--- src/inc/sms_pkg.sv ---
// Shared constants and types for the mode/supply control register bank.
// Assumes a single 20 MHz system clock; SPI pins arrive asynchronously.
package sms_pkg;

    // Register addresses as carried in the SPI header byte
    localparam logic [6:0] ADDR_MODE_SUPPLY = 7'h01;
    localparam logic [6:0] ADDR_HW_CTRL0 = 7'h02;
    localparam logic [6:0] ADDR_WATCHDOG_CONTROL = 7'h03;

    // Power-on / soft reset values
    localparam logic [7:0] MODE_SUPPLY_RESET = 8'h00;
    localparam logic [7:0] HW_CTRL0_RESET = 8'h00;
    localparam logic [7:0] WATCHDOG_CONTROL_RESET = 8'h14;

    // Writable bits; reserved bits are forced to zero
    localparam logic [7:0] MODE_SUPPLY_RW_MASK = 8'hdf;
    localparam logic [7:0] HW_CTRL0_RW_MASK = 8'h65;
    localparam logic [7:0] WATCHDOG_CONTROL_RW_MASK = 8'hf7;

    // Restart behaviour: kept bits, then forced-one bits
    localparam logic [7:0] MODE_SUPPLY_RESTART_KEEP = 8'h03;
    localparam logic [7:0] HW_CTRL0_RESTART_KEEP = 8'h45;
    localparam logic [7:0] WATCHDOG_CONTROL_RESTART_KEEP = 8'hb0;
    localparam logic [7:0] WATCHDOG_CONTROL_RESTART_SET = 8'h04;

    // Field positions
    localparam int unsigned MS_MODE_LSB = 6;
    localparam int unsigned MS_POLICY_LSB = 3;
    localparam int unsigned MS_OV_EN_BIT = 2;
    localparam int unsigned MS_LOW_FIELDS_MSB = 4;
    localparam int unsigned HW_SRST_BIT = 6;
    localparam int unsigned HW_FO_BIT = 5;
    localparam int unsigned HW_CP_BIT = 2;
    localparam int unsigned HW_WDCNT_BIT = 0;
    localparam int unsigned SPI_WRITE_BIT = 7;

    // Mode field codes
    localparam logic [1:0] MODE_NORMAL = 2'h0;
    localparam logic [1:0] MODE_SLEEP = 2'h1;
    localparam logic [1:0] MODE_STOP = 2'h2;
    localparam logic [1:0] MODE_SOFT_RESET = 2'h3;

    // Secondary regulator policy codes
    localparam logic [1:0] POL_OFF = 2'h0;
    localparam logic [1:0] POL_NORMAL = 2'h1;
    localparam logic [1:0] POL_NORMAL_STOP = 2'h2;
    localparam logic [1:0] POL_ALWAYS = 2'h3;

    // SPI frame geometry
    localparam logic [4:0] SPI_FRAME_BITS = 5'h10;
    localparam logic [4:0] SPI_HEADER_BITS = 5'h08;
    localparam logic [4:0] SPI_COUNT_MAX = 5'h1f;

    // Present device state, driven by the mode state machine
    typedef enum logic [5:0] {
        SMS_ST_INIT = 6'b000001,
        SMS_ST_NORMAL = 6'b000010,
        SMS_ST_SLEEP = 6'b000100,
        SMS_ST_STOP = 6'b001000,
        SMS_ST_RESTART = 6'b010000,
        SMS_ST_FAILSAFE = 6'b100000
    } sms_sbc_state_t;

    typedef struct packed {
        logic csN;
        logic sclk;
        logic sdi;
    } sms_spi_pins_t;

    typedef struct packed {
        logic write;
        logic [6:0] addr;
        logic [7:0] data;
    } sms_frame_t;

endpackage

--- src/hw/sms_pin_sync.sv ---
// Two-flop synchroniser for a group of asynchronous pins.
// Assumes the inputs are quasi-static relative to several mclk periods.
`timescale 1ns/1ps
module sms_pin_sync #(
    parameter int unsigned W = 3,
    parameter logic [W-1:0] IDLE = '0
) (
    input wire logic mclk,
    input wire logic rst,
    input wire logic ce,
    input wire logic [W-1:0] pinIn,
    output logic [W-1:0] pinOut
);
    typedef struct packed {
        logic [W-1:0] stage1;
        logic [W-1:0] stage2;
    } sms_sync_state_t;

    sms_sync_state_t st_reg;
    sms_sync_state_t st_next;

    // Only the second stage is visible to logic
    always_comb begin
        st_next = st_reg;
        st_next.stage1 = pinIn;
        st_next.stage2 = st_reg.stage1;
    end

    // Reset to the pins' idle levels so no false edge follows reset
    always_ff @(posedge mclk) begin
        if (rst) begin
            st_reg <= '{stage1: IDLE, stage2: IDLE};
        end else if (ce) begin
            st_reg <= st_next;
        end
    end

    assign pinOut = st_reg.stage2;
endmodule

--- src/hw/sms_spi_frame.sv ---
// SPI slave framer: 16-bit frames, MSB first, header byte then data byte.
// Assumes synchronised pins; samples on rising SCLK, shifts SDO on falling.
`timescale 1ns/1ps
module sms_spi_frame (
    input wire logic mclk,
    input wire logic rst,
    input wire logic ce,
    input wire sms_pkg::sms_spi_pins_t pins,
    input wire logic [7:0] firstByte,
    input wire logic [7:0] readByte,
    output logic [6:0] hdrAddr,
    output logic sdo,
    output logic sdoOe,
    output sms_pkg::sms_frame_t frame,
    output logic frameValid,
    output logic frameError
);
    typedef enum logic [1:0] {
        SPI_IDLE = 2'b01,
        SPI_SHIFT = 2'b10
    } sms_spi_fsm_t;

    typedef struct packed {
        sms_spi_fsm_t fsm;
        logic sclkPrev;
        logic [4:0] bitCnt;
        logic [15:0] rx;
        logic [7:0] tx;
        logic oe;
        sms_pkg::sms_frame_t frame;
        logic valid;
        logic error;
    } sms_spi_state_t;

    sms_spi_state_t st_reg;
    sms_spi_state_t st_next;
    logic sclkRise;
    logic sclkFall;

    // Edges seen on the synchronised clock
    assign sclkRise = pins.sclk && !st_reg.sclkPrev;
    assign sclkFall = !pins.sclk && st_reg.sclkPrev;

    // Frame sequencing
    always_comb begin
        st_next = st_reg;
        st_next.sclkPrev = pins.sclk;
        st_next.valid = 1'b0;
        st_next.error = 1'b0;
        unique case (st_reg.fsm)
            SPI_IDLE: begin
                if (!pins.csN) begin
                    st_next.fsm = SPI_SHIFT;
                    st_next.bitCnt = '0;
                    st_next.tx = firstByte;
                    st_next.oe = 1'b1;
                end
            end
            SPI_SHIFT: begin
                if (pins.csN) begin
                    // Wrong length frames are dropped whole
                    st_next.fsm = SPI_IDLE;
                    st_next.oe = 1'b0;
                    if (st_reg.bitCnt == sms_pkg::SPI_FRAME_BITS) begin
                        st_next.valid = 1'b1;
                        st_next.frame.write = st_reg.rx[8 + sms_pkg::SPI_WRITE_BIT];
                        st_next.frame.addr = st_reg.rx[14:8];
                        st_next.frame.data = st_reg.rx[7:0];
                    end else begin
                        st_next.error = 1'b1;
                    end
                end else if (sclkRise) begin
                    st_next.rx = {st_reg.rx[14:0], pins.sdi};
                    if (st_reg.bitCnt != sms_pkg::SPI_COUNT_MAX) begin
                        st_next.bitCnt = st_reg.bitCnt + 5'h01;
                    end
                end else if (sclkFall) begin
                    // Old contents go out before any write lands
                    if (st_reg.bitCnt == sms_pkg::SPI_HEADER_BITS) begin
                        st_next.tx = readByte;
                    end else begin
                        st_next.tx = {st_reg.tx[6:0], 1'b0};
                    end
                end
            end
        endcase
    end

    always_ff @(posedge mclk) begin
        if (rst) begin
            st_reg <= '{fsm: SPI_IDLE, default: '0};
        end else if (ce) begin
            st_reg <= st_next;
        end
    end

    assign hdrAddr = st_reg.rx[6:0];
    assign sdo = st_reg.tx[7];
    assign sdoOe = st_reg.oe;
    assign frame = st_reg.frame;
    assign frameValid = st_reg.valid;
    assign frameError = st_reg.error;
endmodule

--- src/hw/sms_mode_supply_regs.sv ---
// Mode/supply control, hardware control 0 and watchdog control registers.
// Assumes the mode state machine, lock bits and failure status live
// outside and arrive on mclk; SPI pins arrive asynchronously.
`timescale 1ns/1ps

module sms_mode_supply_regs (
    input wire logic mclk,
    input wire logic rst,
    input wire logic ce,
    input wire logic spiCsN,
    input wire logic spiSclk,
    input wire logic spiSdi,
    output logic spiSdo,
    output logic spiSdoOe,
    input wire sms_pkg::sms_sbc_state_t sbcState,
    input wire logic devMode,
    input wire logic enterRestart,
    input wire logic overTemp,
    input wire logic primaryOvEvent,
    input wire logic cfgLock0,
    input wire logic cfgLock1,
    input wire logic failureActive,
    input wire logic pinIsFailOutput,
    output logic [1:0] modeRequest,
    output logic modeRequestValid,
    output logic softResetRequest,
    output logic resetPinLowRequest,
    output logic spiFailSet,
    output logic primaryOvFlagSet,
    output logic primaryOvRestartReq,
    output logic secRegOn,
    output logic [1:0] resetThresholdSel,
    output logic chargePumpOn,
    output logic failOutputActive,
    output logic wdFailCountSel,
    output logic [7:0] watchdogControl
);
    typedef struct packed {
        logic [7:0] modeSupply;
        logic [7:0] hwCtrl0;
        logic [7:0] wdCtrl;
        logic [1:0] modeReq;
        logic modeReqValid;
        logic softReset;
        logic resetLow;
        logic spiFail;
        logic ovFlag;
        logic ovRestart;
        logic secOn;
        logic failOut;
    } sms_regs_state_t;

    sms_regs_state_t st_reg;
    sms_regs_state_t st_next;

    sms_pkg::sms_spi_pins_t pinsRaw;
    sms_pkg::sms_spi_pins_t pinsSync;
    sms_pkg::sms_frame_t frame;
    logic frameValid;
    logic [6:0] hdrAddr;
    logic [7:0] readByte;

    // Pins cross into mclk before the framer sees them
    assign pinsRaw = '{csN: spiCsN, sclk: spiSclk, sdi: spiSdi};

    sms_pin_sync #(
        .W(3),
        .IDLE(3'h4) // Chip select idles high, clock and data low
    ) u_sync (
        .mclk(mclk),
        .rst(rst),
        .ce(ce),
        .pinIn(pinsRaw),
        .pinOut(pinsSync)
    );

    sms_spi_frame u_frame (
        .mclk(mclk),
        .rst(rst),
        .ce(ce),
        .pins(pinsSync),
        .firstByte(st_reg.modeSupply),
        .readByte(readByte),
        .hdrAddr(hdrAddr),
        .sdo(spiSdo),
        .sdoOe(spiSdoOe),
        .frame(frame),
        .frameValid(frameValid),
        .frameError()
    );

    // Read mux; stored values already hold zeros in reserved bits
    always_comb begin
        unique case (hdrAddr)
            sms_pkg::ADDR_MODE_SUPPLY: readByte = st_reg.modeSupply;
            sms_pkg::ADDR_HW_CTRL0: readByte = st_reg.hwCtrl0;
            sms_pkg::ADDR_WATCHDOG_CONTROL: readByte = st_reg.wdCtrl;
            default: readByte = 8'h00;
        endcase
    end

    // Register updates: SPI write first, then hardware events override
    always_comb begin
        logic wrMs;
        logic wrHw;
        logic wrWd;
        logic inStop;
        logic [1:0] reqMode;
        logic [1:0] policy;
        logic [7:0] hwKeep;
        wrMs = frameValid && frame.write && (frame.addr == sms_pkg::ADDR_MODE_SUPPLY);
        wrHw = frameValid && frame.write && (frame.addr == sms_pkg::ADDR_HW_CTRL0);
        wrWd = frameValid && frame.write && (frame.addr == sms_pkg::ADDR_WATCHDOG_CONTROL);
        inStop = (sbcState == sms_pkg::SMS_ST_STOP);
        reqMode = frame.data[sms_pkg::MS_MODE_LSB +: 2];
        policy = st_reg.modeSupply[sms_pkg::MS_POLICY_LSB +: 2];
        hwKeep = 8'h00;

        st_next = st_reg;
        st_next.modeReqValid = 1'b0;
        st_next.softReset = 1'b0;
        st_next.resetLow = 1'b0;
        st_next.spiFail = 1'b0;
        st_next.ovFlag = 1'b0;
        st_next.ovRestart = 1'b0;

        // Mode and supply register write
        if (wrMs) begin
            if (inStop && reqMode == sms_pkg::MODE_SLEEP) begin
                // Whole write dropped, no state change
                st_next.modeSupply = st_reg.modeSupply;
            end else if (reqMode == sms_pkg::MODE_SOFT_RESET) begin
                st_next.softReset = 1'b1;
            end else if (inStop && reqMode == sms_pkg::MODE_NORMAL) begin
                // Leaving stop: only the mode field may move
                st_next.modeSupply[sms_pkg::MS_MODE_LSB +: 2] = sms_pkg::MODE_NORMAL;
                st_next.modeReq = sms_pkg::MODE_NORMAL;
                st_next.modeReqValid = 1'b1;
                if (frame.data[sms_pkg::MS_LOW_FIELDS_MSB:0]
                        != st_reg.modeSupply[sms_pkg::MS_LOW_FIELDS_MSB:0]) begin
                    st_next.spiFail = 1'b1;
                end
            end else begin
                st_next.modeSupply = frame.data & sms_pkg::MODE_SUPPLY_RW_MASK;
                st_next.modeReq = reqMode;
                st_next.modeReqValid = 1'b1;
            end
        end

        // Hardware control 0 write, locked bits hold their value
        if (wrHw) begin
            st_next.hwCtrl0 = frame.data & sms_pkg::HW_CTRL0_RW_MASK;
            if (cfgLock1) begin
                st_next.hwCtrl0[sms_pkg::HW_SRST_BIT] = st_reg.hwCtrl0[sms_pkg::HW_SRST_BIT];
            end
            if (cfgLock0) begin
                st_next.hwCtrl0[sms_pkg::HW_CP_BIT] = st_reg.hwCtrl0[sms_pkg::HW_CP_BIT];
            end
        end

        // Watchdog control storage; its fields act elsewhere
        if (wrWd) begin
            st_next.wdCtrl = frame.data & sms_pkg::WATCHDOG_CONTROL_RW_MASK;
        end

        // Soft reset: non-development-mode power-on values except locked bits
        if (st_next.softReset) begin
            st_next.modeSupply = sms_pkg::MODE_SUPPLY_RESET;
            if (cfgLock1) begin
                hwKeep[sms_pkg::HW_SRST_BIT] = 1'b1;
            end
            if (cfgLock0) begin
                hwKeep[sms_pkg::HW_CP_BIT] = 1'b1;
            end
            st_next.hwCtrl0 = (st_reg.hwCtrl0 & hwKeep) | sms_pkg::HW_CTRL0_RESET;
            st_next.wdCtrl = sms_pkg::WATCHDOG_CONTROL_RESET;
            st_next.resetLow = !st_reg.hwCtrl0[sms_pkg::HW_SRST_BIT];
        end

        // Restart entry wins over a same-cycle write or soft reset
        if (enterRestart) begin
            st_next.modeSupply = st_reg.modeSupply & sms_pkg::MODE_SUPPLY_RESTART_KEEP;
            st_next.modeSupply[sms_pkg::MS_MODE_LSB +: 2] = sms_pkg::MODE_NORMAL;
            st_next.modeSupply[sms_pkg::MS_POLICY_LSB +: 2] = sms_pkg::POL_OFF;
            st_next.hwCtrl0 = st_reg.hwCtrl0 & sms_pkg::HW_CTRL0_RESTART_KEEP;
            st_next.wdCtrl = (st_reg.wdCtrl & sms_pkg::WATCHDOG_CONTROL_RESTART_KEEP)
                | sms_pkg::WATCHDOG_CONTROL_RESTART_SET;
        end

        // Overtemperature shuts the secondary regulator policy off
        if (overTemp) begin
            st_next.modeSupply[sms_pkg::MS_POLICY_LSB +: 2] = sms_pkg::POL_OFF;
        end

        // Overvoltage always flags; reaction only when enabled
        if (primaryOvEvent) begin
            st_next.ovFlag = 1'b1;
            st_next.ovRestart = st_reg.modeSupply[sms_pkg::MS_OV_EN_BIT];
        end

        // Secondary regulator switch from policy and device state
        unique case (policy)
            sms_pkg::POL_OFF: st_next.secOn = 1'b0;
            sms_pkg::POL_NORMAL: st_next.secOn = (sbcState == sms_pkg::SMS_ST_NORMAL);
            sms_pkg::POL_NORMAL_STOP: begin
                st_next.secOn = (sbcState == sms_pkg::SMS_ST_NORMAL) || inStop;
            end
            sms_pkg::POL_ALWAYS: begin
                st_next.secOn = !(sbcState == sms_pkg::SMS_ST_RESTART
                    || sbcState == sms_pkg::SMS_ST_FAILSAFE
                    || (sbcState == sms_pkg::SMS_ST_INIT && !devMode));
            end
        endcase

        // Fail output: software request only on a fail-output pin;
        // a failure keeps it active whatever software does
        st_next.failOut = (st_reg.hwCtrl0[sms_pkg::HW_FO_BIT] && pinIsFailOutput)
            || failureActive;
    end

    // Power-on reset; development mode starts the regulator policy at always on
    always_ff @(posedge mclk) begin
        if (rst) begin
            st_reg <= '0;
            st_reg.modeSupply <= sms_pkg::MODE_SUPPLY_RESET;
            if (devMode) begin
                st_reg.modeSupply[sms_pkg::MS_POLICY_LSB +: 2] <= sms_pkg::POL_ALWAYS;
            end
            st_reg.hwCtrl0 <= sms_pkg::HW_CTRL0_RESET;
            st_reg.wdCtrl <= sms_pkg::WATCHDOG_CONTROL_RESET;
        end else if (ce) begin
            st_reg <= st_next;
        end
    end

    // Outputs straight from the state flops
    assign modeRequest = st_reg.modeReq;
    assign modeRequestValid = st_reg.modeReqValid;
    assign softResetRequest = st_reg.softReset;
    assign resetPinLowRequest = st_reg.resetLow;
    assign spiFailSet = st_reg.spiFail;
    assign primaryOvFlagSet = st_reg.ovFlag;
    assign primaryOvRestartReq = st_reg.ovRestart;
    assign secRegOn = st_reg.secOn;
    assign resetThresholdSel = st_reg.modeSupply[1:0];
    assign chargePumpOn = st_reg.hwCtrl0[sms_pkg::HW_CP_BIT];
    assign failOutputActive = st_reg.failOut;
    assign wdFailCountSel = st_reg.hwCtrl0[sms_pkg::HW_WDCNT_BIT];
    assign watchdogControl = st_reg.wdCtrl;
endmodule

--- config.mk ---
export PLATFORM = sky130hd
export DESIGN_NAME = sms_mode_supply_regs
export DESIGN_NICKNAME = d
export VERILOG_FILES = /design/src/inc/sms_pkg.sv /design/src/hw/sms_pin_sync.sv /design/src/hw/sms_spi_frame.sv /design/src/hw/sms_mode_supply_regs.sv
export SDC_FILE = /design/constraint.sdc
export NUM_CORES = 1
export LEC_CHECK = 0
export ABC_AREA = 1
export BUFFER_PORTS_ARGS = -buffer_cell sky130_fd_sc_hd__buf_2
export CORE_MARGIN = 2
export CORE_UTILIZATION = 45
export DETAILED_ROUTE_END_ITERATION = 10
export PLACE_DENSITY = 0.68
export SKIP_LAST_GASP = 1
export SYNTH_ARGS = -nofsm -noshare
export SYNTH_HDL_FRONTEND = slang
export SYNTH_SLANG_ARGS = --single-unit
--- constraint.sdc ---
create_clock -name mclk -period 1.7 [get_ports mclk]
set_input_delay 0.255 -clock mclk [delete_from_list [all_inputs] [get_ports mclk]]
set_output_delay 0.255 -clock mclk [all_outputs]
set_load 0.05 [all_outputs]
Yosys cells after proc, flatten, opt, wreduce, memory -nomap -nowiden
Cells that the tools add are included.
Storage, ports and cells
  bits in read-only memories: 0
  latch bits: 0
  bits in writable memories: 0
  memories kept: 0
  flip-flop bits (word level): 90
  input port bits: 20
  output and inout port bits: 24
  logic and storage cells: 172
Operators by class
  shift operators: 0
  $mul: 0
  $add $sub $neg: 1
  reductions and logical operators: 45
  divide/modulo/power cells: 0
  eq/ne operators: 40
  $lt $le $gt $ge: 0
  muxes and demuxes: 50
  bitwise operators: 5
Operators with widths (count)
  8-bit two-way mux: 8
  31-bit two-way mux: 2
  24-bit two-way mux: 2
  29-bit two-way mux: 1
  7-bit by 2-bit == test with 1-bit output (second input constant): 4
  8-bit case mux with 3 select lines: 1
  4-bit AND reduction: 6
  21-bit two-way mux: 1
  5-bit != test (second input constant): 4
  5-bit AND reduction: 4
  19-bit two-way mux: 1
  9-bit case mux with 2 select lines: 1
  17-bit two-way mux: 1
  7-bit by 1-bit == test with 1-bit output (second input constant): 2
  1-bit two-way mux: 14
  2-bit two-way mux: 7
  2-bit != test (second input constant): 7
  1-bit logical AND: 10
  5-bit two-way mux: 2
  2-bit by 1-bit != test with 1-bit output (second input constant): 5
  5-bit case mux with 2 select lines: 1
  9-bit two-way mux: 1
  3-bit != test (second input constant): 3
  3-bit AND reduction: 3
  26 further kinds: 50

Logic depth before layout (Yosys ltp)
  depth after elaboration: 13
  mapped depth: 12
  depth with buffers taken out: 12

Hierarchy
From an unflattened synthesis, not the netlist that was laid out.
Second synthesis, totals
  cell total of the unflattened synthesis: 667
  area, all modules: 4470.5 sq um
By module, submodules not included
  sms_spi_frame: cells each 349, area an instance 2402.3 sq um, sequential area each 1001.0 sq um, times used 1
  sms_mode_supply_regs: cells each 283, area an instance 1819.2 sq um, sequential area each 580.6 sq um, times used 1
  sms_pin_sync: cells each 35, area an instance 249.0 sq um, sequential area each 120.1 sq um, times used 1

Worst setup path before layout
OpenSTA, ideal clock, no wires.
  kind: register -> register
  start: register, netlist name u_frame.sdoOe
  end: register u_frame.st_reg (netlist bit u_frame.frame[0])
  data required time: 1.578 ns
  cell stages (with the launch flop): 7
  path buffers: 1
  path slack: -0.025 ns
  arrival time: 1.603 ns
  library setup time: 0.122 ns
  clock period less this slack: 1.725 ns
  path through: dfxtp_1 -> nand2_2 -> inv_4 -> nand2_2 -> nor4_4 -> buf_4 -> a21oi_2
RTL lines
  end signal: assignment: RTL line sms_spi_frame.sv:93  | st_reg <= st_next;
  end: declaration: RTL line sms_spi_frame.sv:35  | sms_spi_state_t st_reg;

Worst setup path in the final report
  start: register u_frame.st_reg[43] (netlist bit)
  end: register u_frame.st_reg[46] (netlist bit)
Between the ends
  longest elaborated chain between the ends: 5
  elaborated cells on any way between the ends: 8
  those cells by class: add/sub (1); eq/ne (2); mux (4); reduce/logical (1)
Ends and longest elaborated chain
  5-bit by 1-bit adder with 5-bit output: RTL line sms_spi_frame.sv:75  | st_next.bitCnt = st_reg.bitCnt + 5'h01;
  5-bit two-way mux: RTL line sms_spi_frame.sv:74  | if (st_reg.bitCnt != sms_pkg::SPI_COUNT_MAX) begin
  21-bit two-way mux: RTL line sms_spi_frame.sv:72  | end else if (sclkRise) begin
  29-bit two-way mux: RTL line sms_spi_frame.sv:60  | if (pins.csN) begin
  5-bit case mux with 2 select lines: RTL line sms_spi_frame.sv:50  | unique case (st_reg.fsm)
Several ways; a longest one is shown, not always the timed one. The select of a mux whose other input is x is not followed.
A chain may end at the register's enable or synchronous reset.

==> results_dict.tcl <==
set metrics [dict create \
    outcome "complete, no violations" \
    grt_max_degree 34 \
    grt_use_total_pct 20.87 \
    irDropWorstVdd_mv 0.3242 \
    grt_pass1_vias 3526 \
    finish.utilization_pct 51.94 \
    drive_above_1_share_pct 19.56 \
    yosys.area.top_type_share_pct 40.26 \
    numPortBuffers 42 \
    rows 34 \
    avgRoutedWirePerCell_um 14.24 \
    crit_arrival_ns 1.91 \
    yosys.area.top_type "dfxtp_1" \
    postRouteAntennaNets 0 \
    cts_tree "done" \
    synth_edf_count 2 \
    via_per_inst 5.335 \
    yosysWarnings 0 \
    largest_register_ffs 23 \
    die-width_um 98.61 \
    clock_latency_ns 0.37 \
    hold_buffers 0 \
    design_area_um2 4529 \
    fmax_mhz 623.8 \
    fin_crit_sh_pct 94.30 \
    grt_pass1_wl_mm 16.29 \
    drt-total-wl_mm 9.981 \
    ys_types 38 \
    core_um2 8721 \
    synthTopCellsByCount "89 x nand2_1, 81 x dfxtp_1, 57 x inv_1" \
    min_path_type "input port to flop" \
    power.density_nw_per_um2 870.9 \
    synth.most_common_cell "nand2_1" \
    setup-violations-final 0 \
    drc 0 \
    dieArea_um2 9723 \
    rsz0062_at_grt "true" \
    cp-start-kind "flop" \
    drv_slew 0 \
    cts.sinks 83 \
    synth_area_leaders "dfxtp_1 40%, nand2_1 8.3%, a21oi_1 6.8%" \
    syn_area_per_cell_um2 7.296 \
    maxCapViolations 0 \
    path_clk_slew_ns 0.10 \
    synth_nets 575 \
    cp.required_ns 2.01 \
    vias 3740 \
    finalHoldViolations 0 \
    numCtsBuffers 9 \
    p_leak_nw 1.873 \
    die_h_um 98.61 \
    synthCells 552 \
    place_congestion 0.8730 \
    ys.flop_type "dfxtp_1" \
    first_pass_iters 4 \
    netlist_area_um2 4028 \
    synth-seq-area-share_pct 41.75 \
    overflow 0 \
    cts_buffer_depth 2 \
    synthArstFlopShare_pct 0 \
    place_area_um2 4294 \
    finalCriticalPeriod_ns 1.603 \
    crit_type "flop to flop" \
    critPathMaxFanout 6 \
    dpl.hpwl_mm 7.134 \
    syn2layout_area_growth_pct 12.46 \
    final_nets 611 \
    ios 44 \
    fin_worst_skew_ns 0.01952 \
    antenna_found_initial 0 \
    drt_iter0_markers 245 \
    htree_num_levels 3 \
    antenna_cells 0 \
    root_buffer "clkbuf_8" \
    ys_ff_latch 83 \
    start_util_pct 46.18 \
    end_kind "flop" \
]
-- worst paths after layout --
| path | startpoint | to | slack (ns) | cells past startpoint |
|---|---|---|---|---|
| worst max-delay path | u_frame.st_reg[43]$_SDFFE_PP0P_ | u_frame.st_reg[46]$_SDFFE_PP0P_ | 0.1 | 10 |
| worst min-delay path | spiCsN | u_sync.st_next[2]$_SDFFE_PP1P_ | 0.09 | 3 |
| worst max register to register | u_frame.st_reg[43]$_SDFFE_PP0P_ | u_frame.st_reg[46]$_SDFFE_PP0P_ | 0.1 | 10 |
| worst min register to register | u_frame.st_reg[42]$_SDFFE_PP0P_ | u_frame.frame[15]$_SDFFE_PP0P_ | 0.46 | 2 |
-- layout make-up --
cell class	count	area, µm²
fill	855	4192
multi-input combinational	370	1893
sequential	83	1683
timing repair buffer	57	365.4
inverter	67	254.0
tap	108	135.1
clock buffer	9	123.9
clock inverter	7	75.07
-- cell families (layout without fill, tap and decap cells) --
logic type	Yosys count	after routing	share of synthesized area [%]
adder cells (fa/ha/maj)	3	3	0.9321
buffers and inverters	99	140	11.34
other	1	1	0.09311
XOR/XNOR	4	4	0.8700
flip-flops	83	83	41.75
AO/OA/AOI/OAI	148	148	20.81
AND/OR/NAND/NOR	214	214	24.20
-- critical path: stages (launching register included) --
cell and delay (ns):
dfxtp_1 0.33, ha_1 0.20, inv_1 0.07, nor3_1 0.05, ha_1 0.20, o21ai_1 0.16
nand2_2 0.12, inv_2 0.10, nand2_1 0.07, a21oi_1 0.12, o21a_1 0.13
-- routing by layer --
| metal | GRT usage (%) | up-vias | share of wire [%] |
|---|---|---|---|
| li1 | - | 1878 | - |
| met1 | 26.23 | 1739 | 44 |
| met2 | 34.43 | 104 | 48 |
| met3 | 3.759 | 19 | 5.5 |
| met4 | 10.54 | 0 | 2.1 |
| met5 | 0 | - | 0 |
-- power breakdown --
part,internal (mW),switching (mW),leakage (nW)
sequential,2.02,0.0511,0.680
clock,0.690,0.773,0.101
combinational,0.128,0.283,1.09
-- repair_timing --
action	in CTS	in global routing
gates resized for setup	0	2
setup buffers	0	1
setup endpoints to repair	0	6
-- stage by stage --
step	setup WS [ns]	instances	hold WS [ns]	TNS, ns	power (mW)
2_1_floorplan	0.1828	552	0.3167	0	2.399
3_3_place_gp	0.1514	683	0.4479	0	2.509
3_5_place_dp	0.07934	683	0.4517	0	2.520
4_1_cts	0.04755	699	0.09647	0	3.963
5_1_grt	-0.008370	701	0.1203	-0.008370	4.108
6_report	0.09687	701	0.09326	0	3.945
-- cell usage in the layout, fill, tap and decap left out, types with 3 or more instances in the layout --
cell type  count
a21oi_2       15
dfxtp_1       80
ha_1           3
a211oi_1       7
inv_2          9
a21oi_1       55
nand2_2        7
buf_2         42
o211ai_1       4
nand2_1       89
o21ai_1       15
o21ai_0       46
nand3_1       36
nor3_1        11
nor2_1        55
nand4_1        6
xnor2_1        3
buf_4         12
inv_1         57
clkbuf_8       9
Power figures use the tool's default switching activity.
